--- src/rtl/ssx_pkg.sv ---
package ssx_pkg;
  // ---------------------------------------------------------------
  // operation selects for this instruction group
  // ---------------------------------------------------------------
  typedef enum logic [3:0] {
    SSX_OP_NONE,
    SSX_OP_NIBBLE_EXCHANGE,
    SSX_OP_NIBBLE_EXCHANGE_TO_ACC,
    SSX_OP_SKIP_IF_ZERO,
    SSX_OP_COPY_THEN_SKIP_IF_ZERO,
    SSX_OP_SKIP_IF_BIT_ZERO,
    SSX_OP_TABLE_READ_CURRENT_PAGE,
    SSX_OP_TABLE_READ_LAST_PAGE,
    SSX_OP_XOR_TO_ACC,
    SSX_OP_EXCLUSIVE_OR_INTO_MEMORY,
    SSX_OP_XOR_IMMEDIATE
  } ssx_op_t;

  // ---------------------------------------------------------------
  // widths and field positions
  // ---------------------------------------------------------------
  localparam int SSX_DATA_W = 8;
  localparam int SSX_ROM_W = 14;
  localparam int SSX_PC_W = 10;
  localparam int SSX_TABLE_POINTER_W = 8;
  localparam int SSX_BIT_W = 3;
  localparam int SSX_NIB_LO = 0;
  localparam int SSX_NIB_HI = 4;
  localparam int SSX_NIB_W = 4;
  localparam logic [7:0] SSX_ZERO_BYTE = 8'h00;
  localparam logic [7:0] SSX_ACC_RST = 8'h00;

  // ---------------------------------------------------------------
  // one instruction request from the decoder
  // ---------------------------------------------------------------
  typedef struct packed {
    logic valid;
    ssx_op_t op;
    logic [7:0] mem_data;
    logic [2:0] bit_sel;
    logic [7:0] imm;
  } ssx_req_t;

  // memory write-back
  typedef struct packed {
    logic we;
    logic [7:0] data;
  } ssx_wr_t;

  // status flags handled here
  typedef struct packed {
    logic c;
    logic ac;
    logic z;
    logic ov;
    logic pd;
    logic to;
  } ssx_flags_t;
endpackage

--- src/rtl/ssx_exec.sv ---
`timescale 1ns/100ps
module ssx_exec
  import ssx_pkg::*;
#(
  parameter int PC_W = SSX_PC_W,
  parameter int TABLE_POINTER_W = SSX_TABLE_POINTER_W
) (
  // clock and reset
  input wire logic clk,
  input wire logic arst_n,
  // instruction request
  input wire ssx_req_t req,
  input wire logic [PC_W-1:0] pc,
  input wire logic [TABLE_POINTER_W-1:0] table_pointer,
  // program memory read port
  output ssx_op_t rom_op_q,
  output logic rom_rd_q,
  output logic [PC_W-1:0] rom_addr_q,
  input wire logic [SSX_ROM_W-1:0] rom_data,
  // results
  output ssx_wr_t mem_wr_q,
  output logic [SSX_DATA_W-1:0] acc_q,
  output logic [SSX_ROM_W-SSX_DATA_W-1:0] table_high_latch_q,
  output ssx_flags_t flags_q,
  // pipeline control
  output logic discard_q,
  output logic busy_q
);
  // ---------------------------------------------------------------
  // parameter checks
  // ---------------------------------------------------------------
  // refuse a table pointer that cannot sit inside the program counter
  if (TABLE_POINTER_W < 1 || TABLE_POINTER_W > PC_W) begin : g_bad_width
    $error("ssx_exec: table pointer width must be 1 to PC_W bits");
  end

  // low pc bits that the table pointer replaces
  localparam logic [PC_W-1:0] OFFS_MASK = PC_W'((1 << TABLE_POINTER_W) - 1);

  typedef enum logic [1:0] {ST_RUN, ST_DUMMY, ST_TABLE} ssx_state_t;

  typedef struct packed {
    ssx_state_t st;
    logic busy;
    logic [SSX_DATA_W-1:0] acc;
    logic [SSX_ROM_W-SSX_DATA_W-1:0] table_high_latch;
    ssx_flags_t flags;
    ssx_wr_t wr;
    logic discard;
    logic rom_rd;
    logic [PC_W-1:0] rom_addr;
    ssx_op_t rom_op;
  } ssx_regs_t;

  ssx_regs_t s_q;
  ssx_regs_t s_d;

  // ---------------------------------------------------------------
  // datapath helpers
  // ---------------------------------------------------------------
  logic [7:0] swapped;
  logic [7:0] xor_mem;
  logic [7:0] xor_imm;
  logic byte_zero;
  logic bit_zero;
  logic [PC_W-1:0] page_base;
  logic [PC_W-1:0] tbl_ext;

  // nibble exchange of the operand
  assign swapped = {req.mem_data[SSX_NIB_LO +: SSX_NIB_W],
                    req.mem_data[SSX_NIB_HI +: SSX_NIB_W]};
  assign xor_mem = s_q.acc ^ req.mem_data;
  assign xor_imm = s_q.acc ^ req.imm;
  assign byte_zero = (req.mem_data == SSX_ZERO_BYTE);
  assign bit_zero = ~req.mem_data[req.bit_sel];
  assign tbl_ext = PC_W'(table_pointer);
  // page base: upper pc bits kept above the table pointer field
  assign page_base = pc & ~OFFS_MASK;

  // ---------------------------------------------------------------
  // next state
  // ---------------------------------------------------------------
  always_comb begin
    s_d = s_q;
    s_d.wr.we = 1'b0;
    s_d.discard = 1'b0;
    s_d.rom_rd = 1'b0;
    case (s_q.st)
      ST_DUMMY: begin
        // dummy cycle replacing the discarded instruction
        s_d.st = ST_RUN;
      end
      ST_TABLE: begin
        // word arrives: low byte to memory, high part to the latch
        s_d.wr.we = 1'b1;
        s_d.wr.data = rom_data[SSX_DATA_W-1:0];
        s_d.table_high_latch = rom_data[SSX_ROM_W-1:SSX_DATA_W];
        s_d.st = ST_RUN;
      end
      ST_RUN: begin
        if (req.valid) begin
          case (req.op)
            SSX_OP_NIBBLE_EXCHANGE: begin
              s_d.wr.we = 1'b1;
              s_d.wr.data = swapped;
            end
            SSX_OP_NIBBLE_EXCHANGE_TO_ACC: begin
              s_d.acc = swapped;
            end
            SSX_OP_SKIP_IF_ZERO: begin
              if (byte_zero) begin
                s_d.discard = 1'b1;
                s_d.st = ST_DUMMY;
              end
            end
            SSX_OP_COPY_THEN_SKIP_IF_ZERO: begin
              s_d.acc = req.mem_data;
              if (byte_zero) begin
                s_d.discard = 1'b1;
                s_d.st = ST_DUMMY;
              end
            end
            SSX_OP_SKIP_IF_BIT_ZERO: begin
              if (bit_zero) begin
                s_d.discard = 1'b1;
                s_d.st = ST_DUMMY;
              end
            end
            SSX_OP_TABLE_READ_CURRENT_PAGE: begin
              s_d.rom_rd = 1'b1;
              s_d.rom_addr = page_base | tbl_ext;
              s_d.rom_op = req.op;
              s_d.st = ST_TABLE;
            end
            SSX_OP_TABLE_READ_LAST_PAGE: begin
              // last page: all upper bits set
              s_d.rom_rd = 1'b1;
              s_d.rom_addr = ~OFFS_MASK | tbl_ext;
              s_d.rom_op = req.op;
              s_d.st = ST_TABLE;
            end
            SSX_OP_XOR_TO_ACC: begin
              s_d.acc = xor_mem;
              s_d.flags.z = (xor_mem == SSX_ZERO_BYTE);
            end
            SSX_OP_EXCLUSIVE_OR_INTO_MEMORY: begin
              s_d.wr.we = 1'b1;
              s_d.wr.data = xor_mem;
              s_d.flags.z = (xor_mem == SSX_ZERO_BYTE);
            end
            SSX_OP_XOR_IMMEDIATE: begin
              s_d.acc = xor_imm;
              s_d.flags.z = (xor_imm == SSX_ZERO_BYTE);
            end
            default: begin
              s_d.st = ST_RUN;
            end
          endcase
        end
      end
      default: begin
        s_d.st = ST_RUN;
      end
    endcase
    // busy flop follows the next state so busy_q needs no decode
    s_d.busy = (s_d.st != ST_RUN);
  end

  // ---------------------------------------------------------------
  // state register
  // ---------------------------------------------------------------
  always_ff @(posedge clk or negedge arst_n) begin
    if (!arst_n) begin
      s_q <= '{st: ST_RUN, busy: 1'b0, acc: SSX_ACC_RST, table_high_latch: '0, flags: '0, wr: '0,
               discard: 1'b0, rom_rd: 1'b0, rom_addr: '0, rom_op: SSX_OP_NONE};
    end else begin
      s_q <= s_d;
    end
  end

  // outputs straight from the state register
  assign acc_q = s_q.acc;
  assign table_high_latch_q = s_q.table_high_latch;
  assign flags_q = s_q.flags;
  assign mem_wr_q = s_q.wr;
  assign discard_q = s_q.discard;
  assign rom_rd_q = s_q.rom_rd;
  assign rom_addr_q = s_q.rom_addr;
  assign rom_op_q = s_q.rom_op;
  assign busy_q = s_q.busy;

  // ---------------------------------------------------------------
  // checks
  // ---------------------------------------------------------------
  property p_swap_write;
    @(posedge clk) disable iff (!arst_n)
    (req.valid && s_q.st == ST_RUN && req.op == SSX_OP_NIBBLE_EXCHANGE) |=>
      mem_wr_q.we && mem_wr_q.data == {$past(req.mem_data[3:0]), $past(req.mem_data[7:4])};
  endproperty
  a_swap_write: assert property (p_swap_write) else $error("swap write wrong");

  property p_swap_acc;
    @(posedge clk) disable iff (!arst_n)
    (req.valid && s_q.st == ST_RUN && req.op == SSX_OP_NIBBLE_EXCHANGE_TO_ACC) |=>
      !mem_wr_q.we && acc_q == {$past(req.mem_data[3:0]), $past(req.mem_data[7:4])};
  endproperty
  a_swap_acc: assert property (p_swap_acc) else $error("swap to acc wrong");

  property p_skip_taken;
    @(posedge clk) disable iff (!arst_n)
    (req.valid && s_q.st == ST_RUN && req.op == SSX_OP_SKIP_IF_ZERO && req.mem_data == 8'h00)
      |=> discard_q && busy_q ##1 !busy_q && !discard_q;
  endproperty
  a_skip_taken: assert property (p_skip_taken) else $error("taken skip timing wrong");

  property p_skip_not;
    @(posedge clk) disable iff (!arst_n)
    (req.valid && s_q.st == ST_RUN && req.op == SSX_OP_SKIP_IF_ZERO && req.mem_data != 8'h00)
      |=> !discard_q && !busy_q;
  endproperty
  a_skip_not: assert property (p_skip_not) else $error("untaken skip stalled");

  property p_copy_skip;
    @(posedge clk) disable iff (!arst_n)
    (req.valid && s_q.st == ST_RUN && req.op == SSX_OP_COPY_THEN_SKIP_IF_ZERO) |=>
      acc_q == $past(req.mem_data) && discard_q == ($past(req.mem_data) == 8'h00);
  endproperty
  a_copy_skip: assert property (p_copy_skip) else $error("copy and skip wrong");

  property p_bit_skip;
    @(posedge clk) disable iff (!arst_n)
    (req.valid && s_q.st == ST_RUN && req.op == SSX_OP_SKIP_IF_BIT_ZERO) |=>
      discard_q == !$past(req.mem_data[req.bit_sel]);
  endproperty
  a_bit_skip: assert property (p_bit_skip) else $error("bit skip wrong");

  property p_table;
    @(posedge clk) disable iff (!arst_n)
    rom_rd_q |=> mem_wr_q.we && mem_wr_q.data == $past(rom_data[7:0]) &&
      table_high_latch_q == $past(rom_data[13:8]);
  endproperty
  a_table: assert property (p_table) else $error("table read wrong");

  property p_xor_mem;
    @(posedge clk) disable iff (!arst_n)
    (req.valid && s_q.st == ST_RUN && req.op == SSX_OP_EXCLUSIVE_OR_INTO_MEMORY) |=>
      mem_wr_q.we && mem_wr_q.data == ($past(acc_q) ^ $past(req.mem_data)) &&
      flags_q.z == (mem_wr_q.data == 8'h00) && acc_q == $past(acc_q);
  endproperty
  a_xor_mem: assert property (p_xor_mem) else $error("memory xor wrong");

  property p_xor_acc_flags;
    @(posedge clk) disable iff (!arst_n)
    (req.valid && s_q.st == ST_RUN && (req.op == SSX_OP_XOR_TO_ACC ||
      req.op == SSX_OP_XOR_IMMEDIATE)) |=>
      flags_q.z == (acc_q == 8'h00) && flags_q.c == $past(flags_q.c) &&
      flags_q.ov == $past(flags_q.ov);
  endproperty
  a_xor_acc_flags: assert property (p_xor_acc_flags) else $error("acc xor flags wrong");

  property p_flags_kept;
    @(posedge clk) disable iff (!arst_n)
    (req.valid && s_q.st == ST_RUN && req.op inside {SSX_OP_NIBBLE_EXCHANGE,
      SSX_OP_NIBBLE_EXCHANGE_TO_ACC, SSX_OP_SKIP_IF_ZERO, SSX_OP_COPY_THEN_SKIP_IF_ZERO,
      SSX_OP_SKIP_IF_BIT_ZERO, SSX_OP_TABLE_READ_CURRENT_PAGE, SSX_OP_TABLE_READ_LAST_PAGE})
      |=> $stable(flags_q);
  endproperty
  a_flags_kept: assert property (p_flags_kept) else $error("flags changed");

  // a request during the dummy or fetch cycle is refused
  property p_busy_refuse;
    @(posedge clk) disable iff (!arst_n)
    busy_q |=> !discard_q && !busy_q && !rom_rd_q && $stable(acc_q) && $stable(flags_q);
  endproperty
  a_busy_refuse: assert property (p_busy_refuse) else $error("request taken while busy");

  // current page read keeps the upper pc bits
  property p_tbl_cur;
    @(posedge clk) disable iff (!arst_n)
    (req.valid && s_q.st == ST_RUN && req.op == SSX_OP_TABLE_READ_CURRENT_PAGE) |=>
      rom_rd_q && (rom_addr_q & ~OFFS_MASK) == ($past(pc) & ~OFFS_MASK) &&
      rom_addr_q[TABLE_POINTER_W-1:0] == $past(table_pointer);
  endproperty
  a_tbl_cur: assert property (p_tbl_cur) else $error("current page address wrong");

  // last page read forces every upper bit high
  property p_tbl_last;
    @(posedge clk) disable iff (!arst_n)
    (req.valid && s_q.st == ST_RUN && req.op == SSX_OP_TABLE_READ_LAST_PAGE) |=>
      rom_rd_q && (rom_addr_q | OFFS_MASK) == '1 &&
      rom_addr_q[TABLE_POINTER_W-1:0] == $past(table_pointer);
  endproperty
  a_tbl_last: assert property (p_tbl_last) else $error("last page address wrong");
endmodule

--- config.mk ---
export PLATFORM = sky130hd
export DESIGN_NAME = ssx_exec
export DESIGN_NICKNAME = d
export VERILOG_FILES = /design/src/rtl/ssx_pkg.sv /design/src/rtl/ssx_exec.sv
export SDC_FILE = /design/constraint.sdc
export NUM_CORES = 1
export LEC_CHECK = 0
export ABC_AREA = 1
export BUFFER_PORTS_ARGS = -buffer_cell sky130_fd_sc_hd__buf_2
export CAP_MARGIN = 0
export CORE_MARGIN = 1
export CORE_UTILIZATION = 53
export CTS_CLUSTER_DIAMETER = 100
export DETAILED_ROUTE_END_ITERATION = 16
export PLACE_DENSITY = 0.94
export SYNTH_ARGS = -nofsm -noshare
export SYNTH_HDL_FRONTEND = slang
export SYNTH_SLANG_ARGS = --single-unit
--- constraint.sdc ---
create_clock -name clk -period 3.7 [get_ports clk]
set_input_delay 0 -clock clk [delete_from_list [all_inputs] [get_ports clk]]
set_output_delay 0 -clock clk [all_outputs]
set_load 0.05 [all_outputs]
==> impl_metrics.tcl <==
set metrics [dict create \
    rsz0062_at_grt "no" \
    synthFlopType "dfrtp_1" \
    drtAntennaViolNets 0 \
    synthDistinctLibCells 28 \
    grt_pass1_wl_mm 11.2 \
    fp.dieArea_sq_um 5520 \
    synthCells 389 \
    fin_cells 536 \
    avgSynthCellArea_sq_um 7.11 \
    synth-compound-area-share 0.0529 \
    remaining_drc_errors 0 \
    drt-pass1-iter-count 4 \
    htreeDepth 2 \
    worst_ep_arrival_time_ns 2.11 \
    powerDensity_nw_per_um2 488 \
    multi_input_area_sq_um 1210 \
    end_kind "register" \
    die_x_microns 74.3 \
    die_h_microns 74.3 \
    seq_area_frac_synth 0.389 \
    min_period_ns 1.88 \
    clk_path_buf_depth 2 \
    crit_path_max_fanout 16 \
    setup_viol 0 \
    clk_pin_slew_ns 0.08 \
    synth_edf_count 0 \
    relSlewSlack 0.368 \
    synth-seq-cells 43 \
    maxCapViolations 0 \
    dp.cells 503 \
    ir_worst_vdd_mv 0.309 \
    final_nets 526 \
    gp_routability_congestion 0.901 \
    start_util 0.567 \
    period_share 0.507 \
    grt_usage 0.265 \
    placement.io_buffers 90 \
    area_delta_synth_final_pct 19.5 \
    rows 25 \
    worstMarginPinSlew_ns 0.948 \
    cp-start-kind "register" \
    wl_per_cell_microns 12.9 \
    min_path_type "in2reg" \
    status "completed" \
    cts_resized 0 \
    p_leak_nw 1.87 \
    regToRegSetupSlack_ns 1.82 \
    clk_latency_ns 0.30 \
    drv_slew 0 \
    synth_top_family_by_area "simple AND/OR/NAND/NOR gates" \
    cts_buffers 5 \
    hpwlAfterDp_mm 4.79 \
    design.core.area_sq_um 4880 \
    synthMuxAreaShare 0 \
    vias 2670 \
    max_freq_mhz 533 \
    crit_type "reg2reg" \
    ys_warn_count 0 \
    synth-async-reset-ratio 1.00 \
    nFillCells 409 \
    wirelength_mm 6.94 \
    finalClockSkew_ns 0.00583 \
    synth_area_sq_um 2770 \
    hold_viol 0 \
    overflow 0 \
    cts.sinks 43 \
    avgViaCountPerCell 4.98 \
    n_antenna_cell 0 \
    drt-initial-drc-count 216 \
    root_buffer "clkbuf_8" \
    ios 104 \
    finalSetupTns_ns 0 \
    antenna_found_initial 0 \
    grt_max_degree 44 \
    grt_pass1_vias 2587 \
    yosys.area_share.simple 0.354 \
    synthXorXnorAreaFrac 0.0253 \
    drive_gt1_frac 0.245 \
    required_ns 3.93 \
    synth_fa_ha_area_frac 0 \
    cts_tree "yes" \
    seqCellArea_sq_um 1080 \
]
-- worst max-delay path: stages (launching register included) --
cell     delay (ns)
dfrtp_1        0.39
inv_1          0.09
nand2_1        0.08
nor2_4         0.30
nand2_1        0.39
inv_2          0.35
nand2_1        0.11
nand2_1        0.09
-- cell type report --
type / count / area share
repair buffers: 115 / 0.212
clock buffers: 6 / 0.0219
well taps: 67 / 0.0253
clock inverters: 2 / 0.00378
inverters: 38 / 0.0446
multi-input cells: 265 / 0.367
flip-flops and latches: 43 / 0.325
-- stage by stage --
stage | total power, mW | cell area, sq um | util | hold slack, ns | worst slack, ns
2_1_floorplan | 1.24 | 2780 | - | -0.296 | 2.51
3_3_place_gp | 1.27 | 2970 | 0.609 | 0.190 | 1.94
5_1_grt | 1.69 | 3310 | 0.678 | 0.0565 | 1.66
6_report | 1.61 | 3310 | 0.678 | 0.0192 | 1.82
4_1_cts | 1.61 | 3310 | 0.678 | 0.0202 | 1.86
3_5_place_dp | 1.29 | 2970 | 0.609 | 0.201 | 1.84
-- where the power goes --
part	switching (mW)	leakage (nW)	internal, mW
Clock	0.168	0.0412	0.132
Combinational	0.517	1.30	0.180
Sequential	0.0613	0.529	0.553
Total	0.747	1.87	0.865
-- repair_timing --
item	CTS	global route
buffers inserted	0	0
endpoints found under the setup margin	0	0
hold buffers	25	0
hold endpoints to repair	67	0
-- path summary, 6_finish.rpt --
check,endpoint,start,depth (start not counted)
setup / recovery,rom_addr_q[1]$_DFFE_PN0P_,s_q[46]$_DFF_PN0_,7
hold reg to reg,rom_op_q[1]$_DFFE_PN0P_,rom_op_q[1]$_DFFE_PN0P_,1
setup reg to reg,rom_addr_q[1]$_DFFE_PN0P_,s_q[46]$_DFF_PN0_,7
min in group asynchronous,acc_q[0]$_DFFE_PN0P_,arst_n,2
max in group asynchronous,mem_wr_q[0]$_DFFE_PN0P_,arst_n,2
hold / removal,rom_addr_q[8]$_DFFE_PN0P_,req[19],3
-- cells by family after synthesis --
| family | count (synthesis) |
|---|---|
| xor+xnor | 8 |
| compound gates | 23 |
| flops | 43 |
| other cells | 1 |
| buf+inv | 85 |
| simple gates | 229 |
-- synthesized netlist by cell type, types with 3 or more instances --
cell        n  area (sq um)
nand3_1    27           135
nor2_4      3          33.8
o22ai_1     8          50.1
buf_2       3          15.0
nor2_1     44           165
nand2_4     3          33.8
o21ai_1     3          15.0
nand2_1   139           522
o211ai_1    4          30.0
o21ai_0     5          25.0
nor3_1      3          15.0
dfrtp_1    43          1080
inv_1      35           131
buf_4      44           330
xnor2_1     7          61.3
-- cell usage in the layout, fill, tap and decap left out, drive strengths merged --
cell type,instances
a21oi,2
dfrtp,43
and2,1
nor3,3
inv,37
clkbuf,6
nand3,28
o211ai,4
nand4,2
buf,90
conb,5
dlygate4sd3,25
o22ai,8
xnor2,7
clkinvlp,1
a31oi,1
nand2,144
nor2,49
clkinv,2
or2,2
o21ai,8
xor2,1
-- registers in the layout, summed over array words and instances, names as in the netlist --
| signal | flops |
|---|---|
| rom_op_q | 4 |
| s_q | 2 |
| discard_q | 1 |
| rom_addr_q | 10 |
| flags_q | 1 |
| table_high_latch_q | 6 |
| acc_q | 8 |
| mem_wr_q | 9 |
| rom_rd_q | 1 |
| busy_q | 1 |
-- per-layer routing --
metal / vias to the layer above / wire length (microns) / share of wire / global-route usage
li1: 1317 / - / - / -
met1: 1227 / 2950 / 0.42 / 0.322
met2: 115 / 3490 / 0.50 / 0.479
met3: 11 / 383 / 0.055 / 0.0379
met4: 0 / 117 / 0.017 / 0.0922
met5: - / 0 / 0 / 0
Power figures use the tool's default switching activity.
